[src/hw/idc_pkg.sv]
// constants, layouts and types of the dma channel control registers
//
// Contract
// RL1 - high status: requests 6,5; counts 7,6,5
// RL2 - high status bits 4 and 0 read zero
// RL3 - request port: bit 2 value, bits 1:0 channel
// RL4 - single mask port: bit 2 masks chosen channel
// RL5 - mode port stores type, autoinit, direction, mode
// RL6 - mode 10 selects block, 11 cascade
// RL7 - direction bit 1 decrements, 0 increments address
// RL8 - pointer-clear write resets byte pointer
// RL9 - full-reset write restores controller reset state
// RL10 - unmask-all write clears all channel masks
// RL11 - all-mask port loads four masks; reset masked
// RL12 - page registers give address 23:16, reset zero
// RL13 - software avoids reserved page addresses
// RL14 - extended mode stores channel select, timing
// RL15 - byte pointer toggles on each address/count access
// RL16 - mask 1 blocks service, 0 re-enables
// RL17 - software request acts like peripheral request
// RL18 - status read only clears latched counts
package idc_pkg;
  // ---------------------------------------------------------------
  // io offsets, index 0 low controller, index 1 high controller
  // ---------------------------------------------------------------
  localparam logic [1:0][15:0] OFS_REQ     = {16'h00D2, 16'h0009};
  localparam logic [1:0][15:0] OFS_MASK    = {16'h00D4, 16'h000A};
  localparam logic [1:0][15:0] OFS_MODE    = {16'h00D6, 16'h000B};
  localparam logic [1:0][15:0] OFS_PTR     = {16'h00D8, 16'h000C};
  localparam logic [1:0][15:0] OFS_CLR     = {16'h00DA, 16'h000D};
  localparam logic [1:0][15:0] OFS_UNMASK  = {16'h00DC, 16'h000E};
  localparam logic [1:0][15:0] OFS_ALLMASK = {16'h00DE, 16'h000F};
  localparam logic [1:0][15:0] OFS_EXT     = {16'h04D6, 16'h040B};
  localparam logic [1:0][15:0] WIN_LO      = {16'h00C0, 16'h0000};
  localparam logic [1:0][15:0] WIN_HI      = {16'h00CF, 16'h0007};
  localparam logic [15:0]      OFS_HI_STATUS = 16'h00D0;
  // pages per channel 7..0; channels 0 and 4 have none here
  localparam logic [7:0][15:0] OFS_PAGE = {16'h008A, 16'h0089,
    16'h008B, 16'h0000, 16'h0082, 16'h0081, 16'h0083, 16'h0000};
  localparam logic [7:0]       PAGE_MAP = 8'hEE;
  // ---------------------------------------------------------------
  // field positions and encodings
  // ---------------------------------------------------------------
  localparam int unsigned VAL_BIT     = 2;
  localparam int unsigned TYPE_LSB    = 2;
  localparam int unsigned AUTO_BIT    = 4;
  localparam int unsigned DEC_BIT     = 5;
  localparam int unsigned XMODE_LSB   = 6;
  localparam int unsigned TIM_LSB     = 4;
  localparam logic [1:0]  XMODE_BLOCK = 2'h2;
  localparam logic [1:0]  XMODE_CASC  = 2'h3;
  // ---------------------------------------------------------------
  // reset values and sizes
  // ---------------------------------------------------------------
  localparam logic [3:0]  MASK_RST    = 4'hF;
  localparam logic [7:0]  PAGE_RST    = 8'h00;
  localparam logic [1:0]  TIM_RST     = 2'h0;
  localparam logic        RDY_RST     = 1'b1;
  localparam int unsigned FIFO_DEPTH  = 16;
  // ---------------------------------------------------------------
  // carriers
  // ---------------------------------------------------------------
  typedef struct packed {
    logic [15:0] addr;
    logic [7:0]  data;
  } idc_cmd_s;
  typedef struct packed {
    logic [1:0] xfer_mode;
    logic       addr_dec;
    logic       auto_init;
    logic [1:0] xfer_type;
  } idc_mode_s;
  localparam idc_mode_s MODE_RST = '0;
endpackage : idc_pkg

[src/hw/idc_top.sv]
// dma channel control registers with write command fifo
`timescale 1ns/1ps

// ---------------------------------------------------------------
// generic fifo, depth must be a power of two
// ---------------------------------------------------------------
module idc_fifo #(
  parameter int W     = 24,
  parameter int DEPTH = 16
) (
  // clock, reset, enable
  input  wire logic                     core_clk_i,
  input  wire logic                     rst_n_i,
  input  wire logic                     ce_i,
  // fill side
  input  wire logic                     in_valid_i,
  output logic                          in_ready_o,
  input  wire logic [W-1:0]             in_data_i,
  // drain side
  output logic                          out_valid_o,
  input  wire logic                     out_ready_i,
  output logic [W-1:0]                  out_data_o,
  output logic [$clog2(DEPTH):0]        count_o
);
  localparam int AW = $clog2(DEPTH);
  logic [W-1:0]  mem_q [DEPTH];
  logic [AW-1:0] wp_q;
  logic [AW-1:0] rp_q;
  logic [AW:0]   cnt_q;
  logic          push;
  logic          pop;

  assign in_ready_o  = cnt_q != (AW+1)'(DEPTH);
  assign out_valid_o = cnt_q != '0;
  assign out_data_o  = mem_q[rp_q];
  assign count_o     = cnt_q;
  assign push        = in_valid_i && in_ready_o && ce_i;
  assign pop         = out_valid_o && out_ready_i && ce_i;

  always_ff @(posedge core_clk_i) begin
    if (push) begin
      mem_q[wp_q] <= in_data_i;
    end
  end

  always_ff @(posedge core_clk_i) begin
    if (!rst_n_i) begin
      wp_q  <= '0;
      rp_q  <= '0;
      cnt_q <= '0;
    end else begin
      wp_q  <= wp_q + AW'(push);
      rp_q  <= rp_q + AW'(pop);
      cnt_q <= cnt_q + (AW+1)'(push) - (AW+1)'(pop);
    end
  end
endmodule : idc_fifo

// ---------------------------------------------------------------
// control registers of both controllers
// ---------------------------------------------------------------
module idc_top #(
  parameter int DEPTH = idc_pkg::FIFO_DEPTH
) (
  // clock, reset, enable
  input  wire logic                     core_clk_i,
  input  wire logic                     rst_n_i,
  input  wire logic                     ce_i,
  // io cycles from the host
  input  wire logic [15:0]              io_addr_i,
  input  wire logic [7:0]               io_wdata_i,
  input  wire logic                     io_wr_i,
  input  wire logic                     io_rd_i,
  output logic                          io_wr_rdy_o,
  output logic                          io_rd_rdy_o,
  output logic [7:0]                    io_rdata_o,
  output logic                          io_rvalid_o,
  // peripheral request pins
  input  wire logic [7:0]               dreq_pin_i,
  // transfer engine side
  input  wire logic [7:0]               tc_evt_i,
  input  wire logic                     cmd_hold_i,
  output logic [7:0]                    svc_req_o,
  output idc_pkg::idc_mode_s [7:0]      chan_mode_o,
  output logic [7:0]                    block_mode_o,
  output logic [7:0]                    cascade_o,
  output logic [7:0]                    addr_down_o,
  output logic [7:0][7:0]               page_o,
  output logic [7:0][1:0]               ext_timing_o,
  output logic [1:0]                    byte_ptr_o
);
  localparam int CW = $clog2(DEPTH) + 1;

  // ---------------------------------------------------------------
  // state and decode signals
  // ---------------------------------------------------------------
  idc_pkg::idc_cmd_s        push_cmd;
  idc_pkg::idc_cmd_s        cmd;
  idc_pkg::idc_mode_s [7:0] mode_q;
  logic                     cmd_valid;
  logic [CW-1:0]            fifo_cnt;
  logic [CW-1:0]            cnt_nx;
  logic                     push;
  logic                     pop;
  logic                     rd_take;
  logic                     st_rd;
  logic [1:0]               cmd_sel;
  logic                     cmd_bit;
  logic [7:0]               dreq_s1_q;
  logic [7:0]               dreq_s2_q;
  logic [7:0]               sw_req_q;
  logic [7:0]               mask_q;
  logic [7:0]               tc_q;
  logic [7:0]               raw_req;
  logic [7:0][7:0]          page_q;
  logic [7:0][1:0]          tim_q;
  logic [1:0]               ptr_q;
  logic [1:0]               d_req;
  logic [1:0]               d_mask;
  logic [1:0]               d_mode;
  logic [1:0]               d_ptr;
  logic [1:0]               d_clr;
  logic [1:0]               d_unmask;
  logic [1:0]               d_allmask;
  logic [1:0]               d_ext;
  logic [1:0]               d_tog;
  logic [7:0]               d_page;
  logic [7:0]               status_byte;
  logic [7:0]               rd_mux;
  logic                     wr_rdy_q;
  logic                     rd_rdy_q;
  logic                     rvalid_q;
  logic [7:0]               rdata_q;
  logic [7:0]               svc_q;
  logic [7:0]               block_q;
  logic [7:0]               casc_q;
  logic [7:0]               down_q;

  // ---------------------------------------------------------------
  // write command fifo
  // ---------------------------------------------------------------
  // writes are queued so the host waits on a held engine only once DEPTH-1 writes are queued;
  // reads wait for the queue to drain so they see every write
  assign push          = io_wr_i && wr_rdy_q && ce_i;
  assign push_cmd.addr = io_addr_i;
  assign push_cmd.data = io_wdata_i;
  assign pop           = cmd_valid && !cmd_hold_i && ce_i;
  assign rd_take       = io_rd_i && rd_rdy_q && ce_i;
  assign cmd_sel       = cmd.data[1:0];
  assign cmd_bit       = cmd.data[idc_pkg::VAL_BIT];
  assign cnt_nx        = fifo_cnt + CW'(push) - CW'(pop);
  assign st_rd         = rd_take && (io_addr_i == idc_pkg::OFS_HI_STATUS);

  idc_fifo #(
    .W     ($bits(idc_pkg::idc_cmd_s)),
    .DEPTH (DEPTH)
  ) u_fifo (
    .core_clk_i  (core_clk_i),
    .rst_n_i     (rst_n_i),
    .ce_i        (ce_i),
    .in_valid_i  (push),
    .in_ready_o  (),
    .in_data_i   (push_cmd),
    .out_valid_o (cmd_valid),
    .out_ready_i (!cmd_hold_i),
    .out_data_o  (cmd),
    .count_o     (fifo_cnt)
  );

  always_ff @(posedge core_clk_i) begin
    if (!rst_n_i) begin
      wr_rdy_q <= idc_pkg::RDY_RST;
      rd_rdy_q <= idc_pkg::RDY_RST;
    end else if (ce_i) begin
      wr_rdy_q <= cnt_nx <= CW'(DEPTH - 2);
      rd_rdy_q <= cnt_nx == '0;
    end
  end

  // ---------------------------------------------------------------
  // address decode
  // ---------------------------------------------------------------
  always_comb begin
    for (int c = 0; c < 2; c++) begin
      d_req[c]     = pop && (cmd.addr == idc_pkg::OFS_REQ[c]);
      d_mask[c]    = pop && (cmd.addr == idc_pkg::OFS_MASK[c]);
      d_mode[c]    = pop && (cmd.addr == idc_pkg::OFS_MODE[c]);
      d_ptr[c]     = pop && (cmd.addr == idc_pkg::OFS_PTR[c]);
      d_clr[c]     = pop && (cmd.addr == idc_pkg::OFS_CLR[c]);
      d_unmask[c]  = pop && (cmd.addr == idc_pkg::OFS_UNMASK[c]);
      d_allmask[c] = pop && (cmd.addr == idc_pkg::OFS_ALLMASK[c]);
      d_ext[c]     = pop && (cmd.addr == idc_pkg::OFS_EXT[c]);
      d_tog[c]     = (pop && cmd.addr >= idc_pkg::WIN_LO[c]
                      && cmd.addr <= idc_pkg::WIN_HI[c])
                  || (rd_take && io_addr_i >= idc_pkg::WIN_LO[c]
                      && io_addr_i <= idc_pkg::WIN_HI[c]);
    end
    for (int k = 0; k < 8; k++) begin
      d_page[k] = pop && idc_pkg::PAGE_MAP[k]
               && (cmd.addr == idc_pkg::OFS_PAGE[k]);
    end
  end

  // ---------------------------------------------------------------
  // requests
  // ---------------------------------------------------------------
  always_ff @(posedge core_clk_i) begin
    if (!rst_n_i) begin
      dreq_s1_q <= '0;
      dreq_s2_q <= '0;
    end else if (ce_i) begin
      dreq_s1_q <= dreq_pin_i;
      dreq_s2_q <= dreq_s1_q;
    end
  end

  // a software request is dropped by its channel's terminal count
  always_ff @(posedge core_clk_i) begin
    if (!rst_n_i) begin
      sw_req_q <= '0;
    end else if (ce_i) begin
      for (int c = 0; c < 2; c++) begin
        if (d_clr[c]) begin
          sw_req_q[c*4 +: 4] <= '0; // RL9
        end else begin
          for (int j = 0; j < 4; j++) begin
            if (tc_evt_i[c*4+j]) begin
              sw_req_q[c*4+j] <= 1'b0;
            end
          end
          if (d_req[c]) begin
            sw_req_q[{1'(c), cmd_sel}] <= cmd_bit; // RL3 RL17
          end
        end
      end
    end
  end

  assign raw_req = dreq_s2_q | sw_req_q; // RL17

  always_ff @(posedge core_clk_i) begin
    if (!rst_n_i) begin
      svc_q <= '0;
    end else if (ce_i) begin
      svc_q <= raw_req & ~mask_q; // RL16
    end
  end

  // ---------------------------------------------------------------
  // masks
  // ---------------------------------------------------------------
  always_ff @(posedge core_clk_i) begin
    if (!rst_n_i) begin
      mask_q <= {idc_pkg::MASK_RST, idc_pkg::MASK_RST}; // RL11
    end else if (ce_i) begin
      for (int c = 0; c < 2; c++) begin
        if (d_clr[c]) begin
          mask_q[c*4 +: 4] <= idc_pkg::MASK_RST; // RL9
        end else if (d_unmask[c]) begin
          mask_q[c*4 +: 4] <= '0; // RL10
        end else if (d_allmask[c]) begin
          mask_q[c*4 +: 4] <= cmd.data[3:0]; // RL11
        end else if (d_mask[c]) begin
          mask_q[{1'(c), cmd_sel}] <= cmd_bit; // RL4 RL16
        end
      end
    end
  end

  // ---------------------------------------------------------------
  // terminal count flags
  // ---------------------------------------------------------------
  // set wins over a clear in the same cycle, so no count is lost
  always_ff @(posedge core_clk_i) begin
    if (!rst_n_i) begin
      tc_q <= '0;
    end else if (ce_i) begin
      tc_q <= (tc_q & ~{{4{d_clr[1] | st_rd}}, {4{d_clr[0]}}})
            | tc_evt_i; // RL18
    end
  end

  // ---------------------------------------------------------------
  // modes and extended timing
  // ---------------------------------------------------------------
  always_ff @(posedge core_clk_i) begin
    if (!rst_n_i) begin
      mode_q <= {8{idc_pkg::MODE_RST}};
    end else if (ce_i) begin
      for (int c = 0; c < 2; c++) begin
        if (d_clr[c]) begin
          mode_q[c*4 +: 4] <= {4{idc_pkg::MODE_RST}};
        end else if (d_mode[c]) begin
          mode_q[{1'(c), cmd_sel}] <= '{ // RL5
            xfer_mode: cmd.data[idc_pkg::XMODE_LSB +: 2],
            addr_dec:  cmd.data[idc_pkg::DEC_BIT],
            auto_init: cmd.data[idc_pkg::AUTO_BIT],
            xfer_type: cmd.data[idc_pkg::TYPE_LSB +: 2]};
        end
      end
    end
  end

  // high controller select 0 is its cascade link and is ignored
  always_ff @(posedge core_clk_i) begin
    if (!rst_n_i) begin
      tim_q <= {8{idc_pkg::TIM_RST}};
    end else if (ce_i) begin
      for (int c = 0; c < 2; c++) begin
        if (d_clr[c]) begin
          tim_q[c*4 +: 4] <= {4{idc_pkg::TIM_RST}};
        end else if (d_ext[c] && !(c == 1 && cmd_sel == 2'h0)) begin
          tim_q[{1'(c), cmd_sel}] <= cmd.data[idc_pkg::TIM_LSB +: 2]; // RL14
        end
      end
    end
  end

  always_ff @(posedge core_clk_i) begin
    if (!rst_n_i) begin
      block_q <= '0;
      casc_q  <= '0;
      down_q  <= '0;
    end else if (ce_i) begin
      for (int k = 0; k < 8; k++) begin
        block_q[k] <= mode_q[k].xfer_mode == idc_pkg::XMODE_BLOCK; // RL6
        casc_q[k]  <= mode_q[k].xfer_mode == idc_pkg::XMODE_CASC; // RL6
        down_q[k]  <= mode_q[k].addr_dec; // RL7
      end
    end
  end

  // ---------------------------------------------------------------
  // pages and byte pointers
  // ---------------------------------------------------------------
  // page registers survive a full reset of either controller
  always_ff @(posedge core_clk_i) begin
    if (!rst_n_i) begin
      page_q <= {8{idc_pkg::PAGE_RST}}; // RL12
    end else if (ce_i) begin
      for (int k = 0; k < 8; k++) begin
        if (d_page[k]) begin
          page_q[k] <= cmd.data; // RL12
        end
      end
    end
  end

  always_ff @(posedge core_clk_i) begin
    if (!rst_n_i) begin
      ptr_q <= '0;
    end else if (ce_i) begin
      for (int c = 0; c < 2; c++) begin
        if (d_ptr[c] || d_clr[c]) begin
          ptr_q[c] <= 1'b0; // RL8 RL9
        end else if (d_tog[c]) begin
          ptr_q[c] <= !ptr_q[c]; // RL15
        end
      end
    end
  end

  // ---------------------------------------------------------------
  // read path
  // ---------------------------------------------------------------
  always_comb begin
    status_byte = {1'b0, raw_req[6], raw_req[5], 1'b0, // RL1 RL2
                   tc_q[7], tc_q[6], tc_q[5], 1'b0};
    rd_mux = 8'h00;
    if (io_addr_i == idc_pkg::OFS_HI_STATUS) begin
      rd_mux = status_byte;
    end
    for (int k = 0; k < 8; k++) begin
      if (idc_pkg::PAGE_MAP[k] && io_addr_i == idc_pkg::OFS_PAGE[k]) begin
        rd_mux = page_q[k];
      end
    end
  end

  always_ff @(posedge core_clk_i) begin
    if (!rst_n_i) begin
      rvalid_q <= 1'b0;
      rdata_q  <= '0;
    end else if (ce_i) begin
      rvalid_q <= rd_take;
      if (rd_take) begin
        rdata_q <= rd_mux;
      end
    end
  end

  assign io_wr_rdy_o  = wr_rdy_q;
  assign io_rd_rdy_o  = rd_rdy_q;
  assign io_rvalid_o  = rvalid_q;
  assign io_rdata_o   = rdata_q;
  assign svc_req_o    = svc_q;
  assign chan_mode_o  = mode_q;
  assign block_mode_o = block_q;
  assign cascade_o    = casc_q;
  assign addr_down_o  = down_q;
  assign page_o       = page_q;
  assign ext_timing_o = tim_q;
  assign byte_ptr_o   = ptr_q;
endmodule : idc_top

[config.mk]
export PLATFORM = sky130hd
export DESIGN_NAME = idc_top
export DESIGN_NICKNAME = d
export VERILOG_FILES = /design/src/hw/idc_pkg.sv /design/src/hw/idc_top.sv
export SDC_FILE = /design/constraint.sdc
export NUM_CORES = 1
export LEC_CHECK = 0
export BUFFER_PORTS_ARGS = -buffer_cell sky130_fd_sc_hd__buf_2
export CORE_ASPECT_RATIO = 0.9
export CORE_UTILIZATION = 35
export DETAILED_ROUTE_END_ITERATION = 8
export PLACE_DENSITY = 0.58
export SKIP_CTS_REPAIR_TIMING = 1
export SYNTH_ARGS = -nofsm -noshare
export SYNTH_HDL_FRONTEND = slang
export SYNTH_SLANG_ARGS = --single-unit
[constraint.sdc]
create_clock -name core_clk_i -period 11.6 [get_ports core_clk_i]
set_clock_uncertainty 0.1 [all_clocks]
set_input_delay 2.32 -clock core_clk_i [delete_from_list [all_inputs] [get_ports core_clk_i]]
set_output_delay 2.32 -clock core_clk_i [all_outputs]
set_load 0.01 [all_outputs]
==> results by group, run 1 <==
Worst hold path
  • Hold/Removal Path Class: reg -> reg

Synth
  • Synth cell types: 77
  • Synth Flop Type: edfxtp_1
  • Multiplexer share of the synthesized area: 11.04%
  • Gate Count Post-Synth: approximately 1700
  • Combinational family with the most area after synthesis: multiplexers
  • Post-synthesis simple-gate area fraction: 10.46%
  • Yosys Warn Count: 0
  • Register bit total from synthesis: 589
  • Synth Area in Compound Gates: 6.978%
  • Post-synthesis sequential area ratio: 67.18%
  • Xor/xnor cell area share of the yosys netlist: 0.4892%
  • Ys async rst share: 0%
  • Number of synthesized flops with an enable pin: about 380
  • Area of the mapped netlist: between 20000 and 25000 um2
  • Avg Inst Size Synth: around 14 um2
  • Adder-cell share of the synthesized area: 0.7634%

Die
  • Die Y: 246.6 um
  • Initial Utilization: 35.43%
  • Std cell rows: 89
  • Core footprint: ~66000 um2
  • Die width: 273.8 um
  • IO Pins: about 220
  • Die ar.: 67540 um2

Flow run
  • Max_cap viols: 0

Route
  • DR vias/cell: between 5 and 6
  • Vias: 14640
  • Residual DRC: 54
  • DR pass1 iterations: 7
  • Routed Wire Length: roughly 60000 um
  • DR WL/cell: around 22 um
  • Routed Antenna Nets: 0
  • 1st-iter DRT viols: 1113

STA
  • Fin. max-slew vios: 0
  • Final worst slack: 6.404 ns
  • Setup Viol. Count Final: 0
  • Slew HR: 25.22%
  • FMAX: 0.1925 GHz
  • Period utilisation layout: 44.79%
  • Final hold vios: 0
  • Worst Max-Slew Pin Slew: 1.122 ns
  • RSZ-0062 raised after global routing: no
  • Fin crit period: 5.196 ns
  • Setup TNS: 0 ns

Worst setup path
  • CP peak stage delay: 0.80 ns
  • Top Family by Delay on Critical Path: buffers and inverters
  • Flop2flop setup slack: 6.40 ns
  • Critical Path Sink Type: flip-flop
  • WP data required: between 10 and 15 ns
  • Crit-path slowest cell: buf_4
  • CP Class: reg -> reg
  • Crit path top cell by count: buf_4
  • CP arrival: 5.60 ns
  • Crit-path max FO: 48
  • Crit path cell chain: buf_4 > buf_4 > mux4_2 > mux2i_1 > mux2i_1 > nor4_4 > nor2b_1 > a31oi_2 > buf_4 > nand3_1 > o21ai_0
  • CP Buf/Inv Count: 3
  • Startpoint class of the critical path: flip-flop

Clock tree
  • Worst-Skew Late Latency: 0.64 ns
  • Clk root buf: clkbuf_16
  • CTS tree: done
  • Max clock buf depth: 3
  • Clock transition at path regs: 0.06 ns
  • CTS Buf Count: 58
  • H-tree Lvls: 2
  • TritonCTS Sinks: 589

Global route
  • Total grt overflow: 0
  • First-pass GRT wire length: 89110 um
  • GR Util All Layers: 17.69%
  • Vias in the first global route: 14170
  • Largest net degree at the start of global routing: 68
  • Initial antenna violation count: 3

Layout
  • Register area: 15640 um2
  • Nets: 1936
  • Final cell count without fillers: approximately 2800
  • Most frequent cells in the layout: edfxtp_1 (384), dfxtp_1 (202), buf_2 (202)
  • Fill cells: slightly above 6000
  • Area grow syn2layout: 16.26%
  • Commonest non-fill, non-tap cell in the layout: edfxtp_1
  • Multi-input gate area: 7074 um2
  • Share of cells above drive strength 1: a little under a quarter

Placed design
  • Pre-CTS setup slack: 5.992 ns
  • I/O Buffers: 202
  • DP Wirelength: 39370 um
  • Cell total after placement: roughly 2700
  • Placer congestion estimate: 0.8524

Run status
  • Status: finished, violations left
  • Violated checks: design-rule violations

Power and ir drop
  • P_leak: between 9 and 10 nW
  • Share of power burned in registers: about half
  • Internal power component: about 3.5 mW
  • Clock power frac: 38.7%
  • Pwr Density: approximately 180 nW/um2
  • Max rail drop VDD: 0.1079 mV
  • Combinational power share: between 10% and 20%
  • Psw: 1.213 mW
  • Switching share of power: 25.51%
==> sequential cells by signal, summed over array words and instances, names as in the netlist, 8 cells and up <==
signal,cells
addr_down_o,8
chan_mode_o,48
dreq_s1_q,8
cascade_o,8
sw_req_q,8
dreq_s2_q,8
u_fifo.mem_q,384
page_o,48
block_mode_o,8
ext_timing_o,16
io_rdata_o,8
mask_q,8
svc_req_o,8
==> cell usage after synthesis (all sizes together), types with 10 or more instances <==
library cell  instances  area, um2
nor4                 24      186.4
a31oi                10      62.56
a22oi                20      165.2
clkbuf               54      202.7
nand3                92      503.0
and3                 10      62.56
nor2                171      641.9
ha                   11      137.6
buf                  57      422.9
o21ai                69      356.6
mux4                 53       1194
edfxtp              384      11530
nor2b                15      93.84
mux2i               133       1331
nand2                74      280.3
a21oi                50      250.2
inv                  24      90.09
dfxtp               205       4104
and2                 17      106.4
o22ai                12      75.07
nand4                13      81.33
xnor2                10      87.58
a221oi               24      210.2
nor3                 23      115.1
==> kinds of logic after synthesis <==
group | Yosys count
DFF | 589
xor gates and xnor gates | 13
buffers and inverters | 135
adders and majority gates | 13
other | 1
AOI/OAI and AO/OA | 246
muxes | 190
and+or+nand+nor | 486
==> worst paths after layout <==
path	to	start	depth (start not counted)
max reg2reg	chan_mode_o[20]	u_fifo.rp_q[0]	11
max	chan_mode_o[20]	u_fifo.rp_q[0]	11
min	ext_timing_o[9]	ext_timing_o[9]	1
min reg2reg	ext_timing_o[9]	ext_timing_o[9]	1
==> power groups by stage <==
stage	combinational (mW)	sequential, mW	clock, mW
after CTS	0.621	2.29	1.88
after global placement	0.614	2.34	0
after floorplan	0.454	2.33	0
final	0.619	2.29	1.84
after detailed placement	0.618	2.34	0
after global routing	0.672	2.30	1.96
==> cell type report <==
class,instances,share of cell area (%)
Tap cell,864,3.995
Clock inverter,31,1.068
Clock buffer,75,5.845
Multi-Input combinational cell,964,26.14
Sequential cell,589,57.80
Antenna cell,2,0.01850
Timing Repair Buffer,240,4.790
Inverter,24,0.3375
==> routing by layer <==
metal	track usage, %	up-vias	part of all wire [%]
met4	5.422	2	2.4
met3	3.051	86	5.2
met5	0	-	0.021
met1	23.67	7435	44
li1	-	6742	-
met2	29.19	373	48
==> per-stage QoR <==
step                      cell area (um2)  hold slack (ns)  utilization, %  power (mW)
final                               27060           0.3588           41.19       4.754
after CTS                           27050           0.3616           41.18       4.795
after global placement              25180           0.3365           38.33       2.953
after floorplan                     23330           0.3293               -       2.784
after global routing                27060           0.3808           41.18       4.931
after detailed placement            25180           0.3458           38.33       2.958
==> worst register-to-register path: cells and delay by family (launching register included) <==
kind                   cells  cell delay, ns
AO/OA/AOI/OAI              2            0.28
buffers and inverters      3            1.81
flip-flops                 1            0.55
multiplexers               3            1.04
AND/OR/NAND/NOR            3            1.30
Note: power is estimated with default switching activity, not from simulation.
==> run 2: changes to the inputs <==
==> constraint.sdc (replaced) <==
create_clock -name core_clk_i -period 5.4 [get_ports core_clk_i]
set_clock_uncertainty 0.1 [all_clocks]
set_input_delay 1.08 -clock core_clk_i [delete_from_list [all_inputs] [get_ports core_clk_i]]
set_output_delay 1.08 -clock core_clk_i [all_outputs]
set_load 0.01 [all_outputs]
==> run 2 against run 1 <==
Net effect: the run still ends with design-rule violations left; sequential power increased by 120%; clock-buffer cell count shrank 4; via count is 1.6% higher; cell area is 0.86% higher; first-iteration DRC count up 1.3%; sequential share of layout area down 0.49 points; critical path depth is 1 lower; largest cell class unchanged; non-clock buffer count grew 21; power grew 120%; wire length increased by 2.8%.
==> results by group, run 2 (synthesized netlist as in run 1, its figures left out) <==
Run status
  • Status: finished, violations left
  • Violated checks: design-rule violations

Power and ir drop
  • P_leak: a little under 10 nW
  • Max rail drop VDD: 0.2394 mV
  • Pwr Density: roughly 380 nW/um2
  • Final Power: 10.33 mW

STA
  • Slew HR: 32.13%
  • Setup Viol. Count Final: 0
  • Period utilisation layout: 77.97%
  • Fin crit period: 4.210 ns
  • RSZ-0062 raised after global routing: no
  • Worst Max-Slew Pin Slew: roughly 1 ns
  • Final hold vios: 0
  • Fin. max-slew vios: 0
  • FMAX: 0.2375 GHz
  • Setup TNS: 0 ns

Clock tree
  • Max clock buf depth: 3
  • Clock transition at path regs: about 0.060 ns
  • H-tree Lvls: 2
  • Clk root buf: clkbuf_16
  • Worst-Skew Late Latency: 0.65 ns
  • CTS Buf Count: 59
  • TritonCTS Sinks: 589
  • CTS tree: done

Global route
  • Total grt overflow: 0
  • First-pass GRT wire length: 91700 um
  • GR Util All Layers: between 10% and 20%
  • Vias in the first global route: 14450
  • Initial antenna violation count: 6
  • Largest net degree at the start of global routing: 68

Worst setup path
  • Startpoint class of the critical path: flip-flop
  • Stages on worst setup path: 10
  • CP Class: reg -> reg
  • CP arrival: between 4 and 5 ns
  • Crit-path slowest cell: dfxtp_4
  • Flop2flop setup slack: 1.19 ns
  • Top Family by Delay on Critical Path: simple AND/OR/NAND/NOR gates
  • Crit path cell chain: buf_4 > mux4_2 > a22oi_2 > nand3_2 > nor4_4 > nor2b_1 > a31oi_2 > buf_4 > nand3_1 > o21ai_0
  • CP peak stage delay: 0.90 ns
  • Crit-path max FO: 43
  • WP data required: about 5.8 ns
  • Critical R2R Capture: chan_mode_o[3]
  • Worst setup endpoint: chan_mode_o[3]
  • Crit path top cell by count: buf_4
  • Critical path startpoint: u_fifo.rp_q[0]
  • Reg-to-Reg Start: u_fifo.rp_q[0]
  • CP Buf/Inv Count: 2
  • R2r worst-path depth: 10
  • Critical Path Sink Type: flip-flop

Layout
  • Cell area after layout: between 20000 and 30000 um2
  • Final cell count without fillers: about 2800
  • Final core utilization: 41.54%
  • Commonest non-fill, non-tap cell in the layout: edfxtp_1
  • Area grow syn2layout: 17.26%
  • Nets: between 1500 and 2000
  • Most frequent cells in the layout: edfxtp_1 (384), dfxtp_1 (202), buf_2 (202)
  • Largest Register: u_fifo.mem_q
  • Max reg flops: 384
  • Fill cells: roughly 6100
  • Share of cells above drive strength 1: 23.70%

Die
  • Std cell rows: 89
  • Die width: ~270 um
  • Initial Utilization: between 30% and 40%
  • Die ar.: 67540 um2
  • Core footprint: between 60000 and 70000 um2
  • Die Y: 246.6 um
  • IO Pins: roughly 220

Flow run
  • Max_cap viols: 0

Placed design
  • Cell total after placement: 2702
  • I/O Buffers: 202
  • Placer congestion estimate: roughly 0.82
  • Placement Cell Area: roughly 25000 um2
  • DP Wirelength: around 42000 um

Route
  • Routed Wire Length: about 62000 um
  • 1st-iter DRT viols: 1127
  • DR pass1 iterations: 8
  • DR vias/cell: approximately 5.3
  • DR WL/cell: approximately 22 um
  • Residual DRC: 27
  • Routed Antenna Nets: 0
  • Vias: 14870

Worst hold path
  • Hold/Removal Path Class: reg -> reg
## run 2: changes by cell type in the layout (fill, tap and decap cells not counted), sizes merged
cell / delta
buf: +21
clkinv: +7
clkbuf: -4
bufinv: +2
clkinvlp: +1
inv: -1
## run 2: how the worst min path moves through the flow
stage,start,endpoint,slack [ns],cells past startpoint
after global placement,ext_timing_o[8],ext_timing_o[8],0.34,1
after CTS,chan_mode_o[32],chan_mode_o[32],0.36,2
after detailed placement,ext_timing_o[9],ext_timing_o[9],0.35,1
after floorplan,sw_req_q[4],sw_req_q[4],0.33,2
after global routing,ext_timing_o[13],ext_timing_o[13],0.37,2
final,ext_timing_o[13],ext_timing_o[13],0.35,2
## run 2: power breakdown
part	internal [mW]	switching (mW)	total, mW	leakage (nW)
Sequential	4.88	0.0889	4.96	5.11
Combinational	0.494	0.825	1.32	3.75
Clock	2.31	1.74	4.05	0.933
Total	7.68	2.66	10.3	9.79
## run 2: per-layer routing
metal | vias to the layer above | part of all wire (%) | track usage (%)
li1 | 6805 | - | -
met2 | 442 | 47 | 29.10
met1 | 7506 | 43 | 24.31
met5 | - | 0.037 | 0
met4 | 4 | 3.0 | 6.852
met3 | 108 | 6.2 | 3.811
## run 2: worst reg2reg max path, stage by stage (launching register included)
cell and delay (ns):
dfxtp_4 0.90, buf_4 0.45, mux4_2 0.55, a22oi_2 0.14, nand3_2 0.22, nor4_4 0.45
nor2b_1 0.58, a31oi_2 0.16, buf_4 0.27, nand3_1 0.14, o21ai_0 0.10
## run 2: per-stage QoR
step	setup WS, ns	hold slack (ns)
global placement	1.120	0.3358
CTS	1.188	0.3562
finish	1.190	0.3531
detailed placement	1.129	0.3456
floorplan	0.9642	0.3293
global route	0.8692	0.3715
## run 2: cell type report
cell class,instances,area [um2],share of cell area (%)
inverters,24,91.34,0.3347
well taps,864,1081,3.961
multi-input cells,964,7071,25.91
diodes,2,5.005,0.01834
clock inverters,40,401.6,1.472
repair buffers,261,1479,5.419
clock buffers,71,1521,5.575
flip-flops and latches,589,15640,57.31
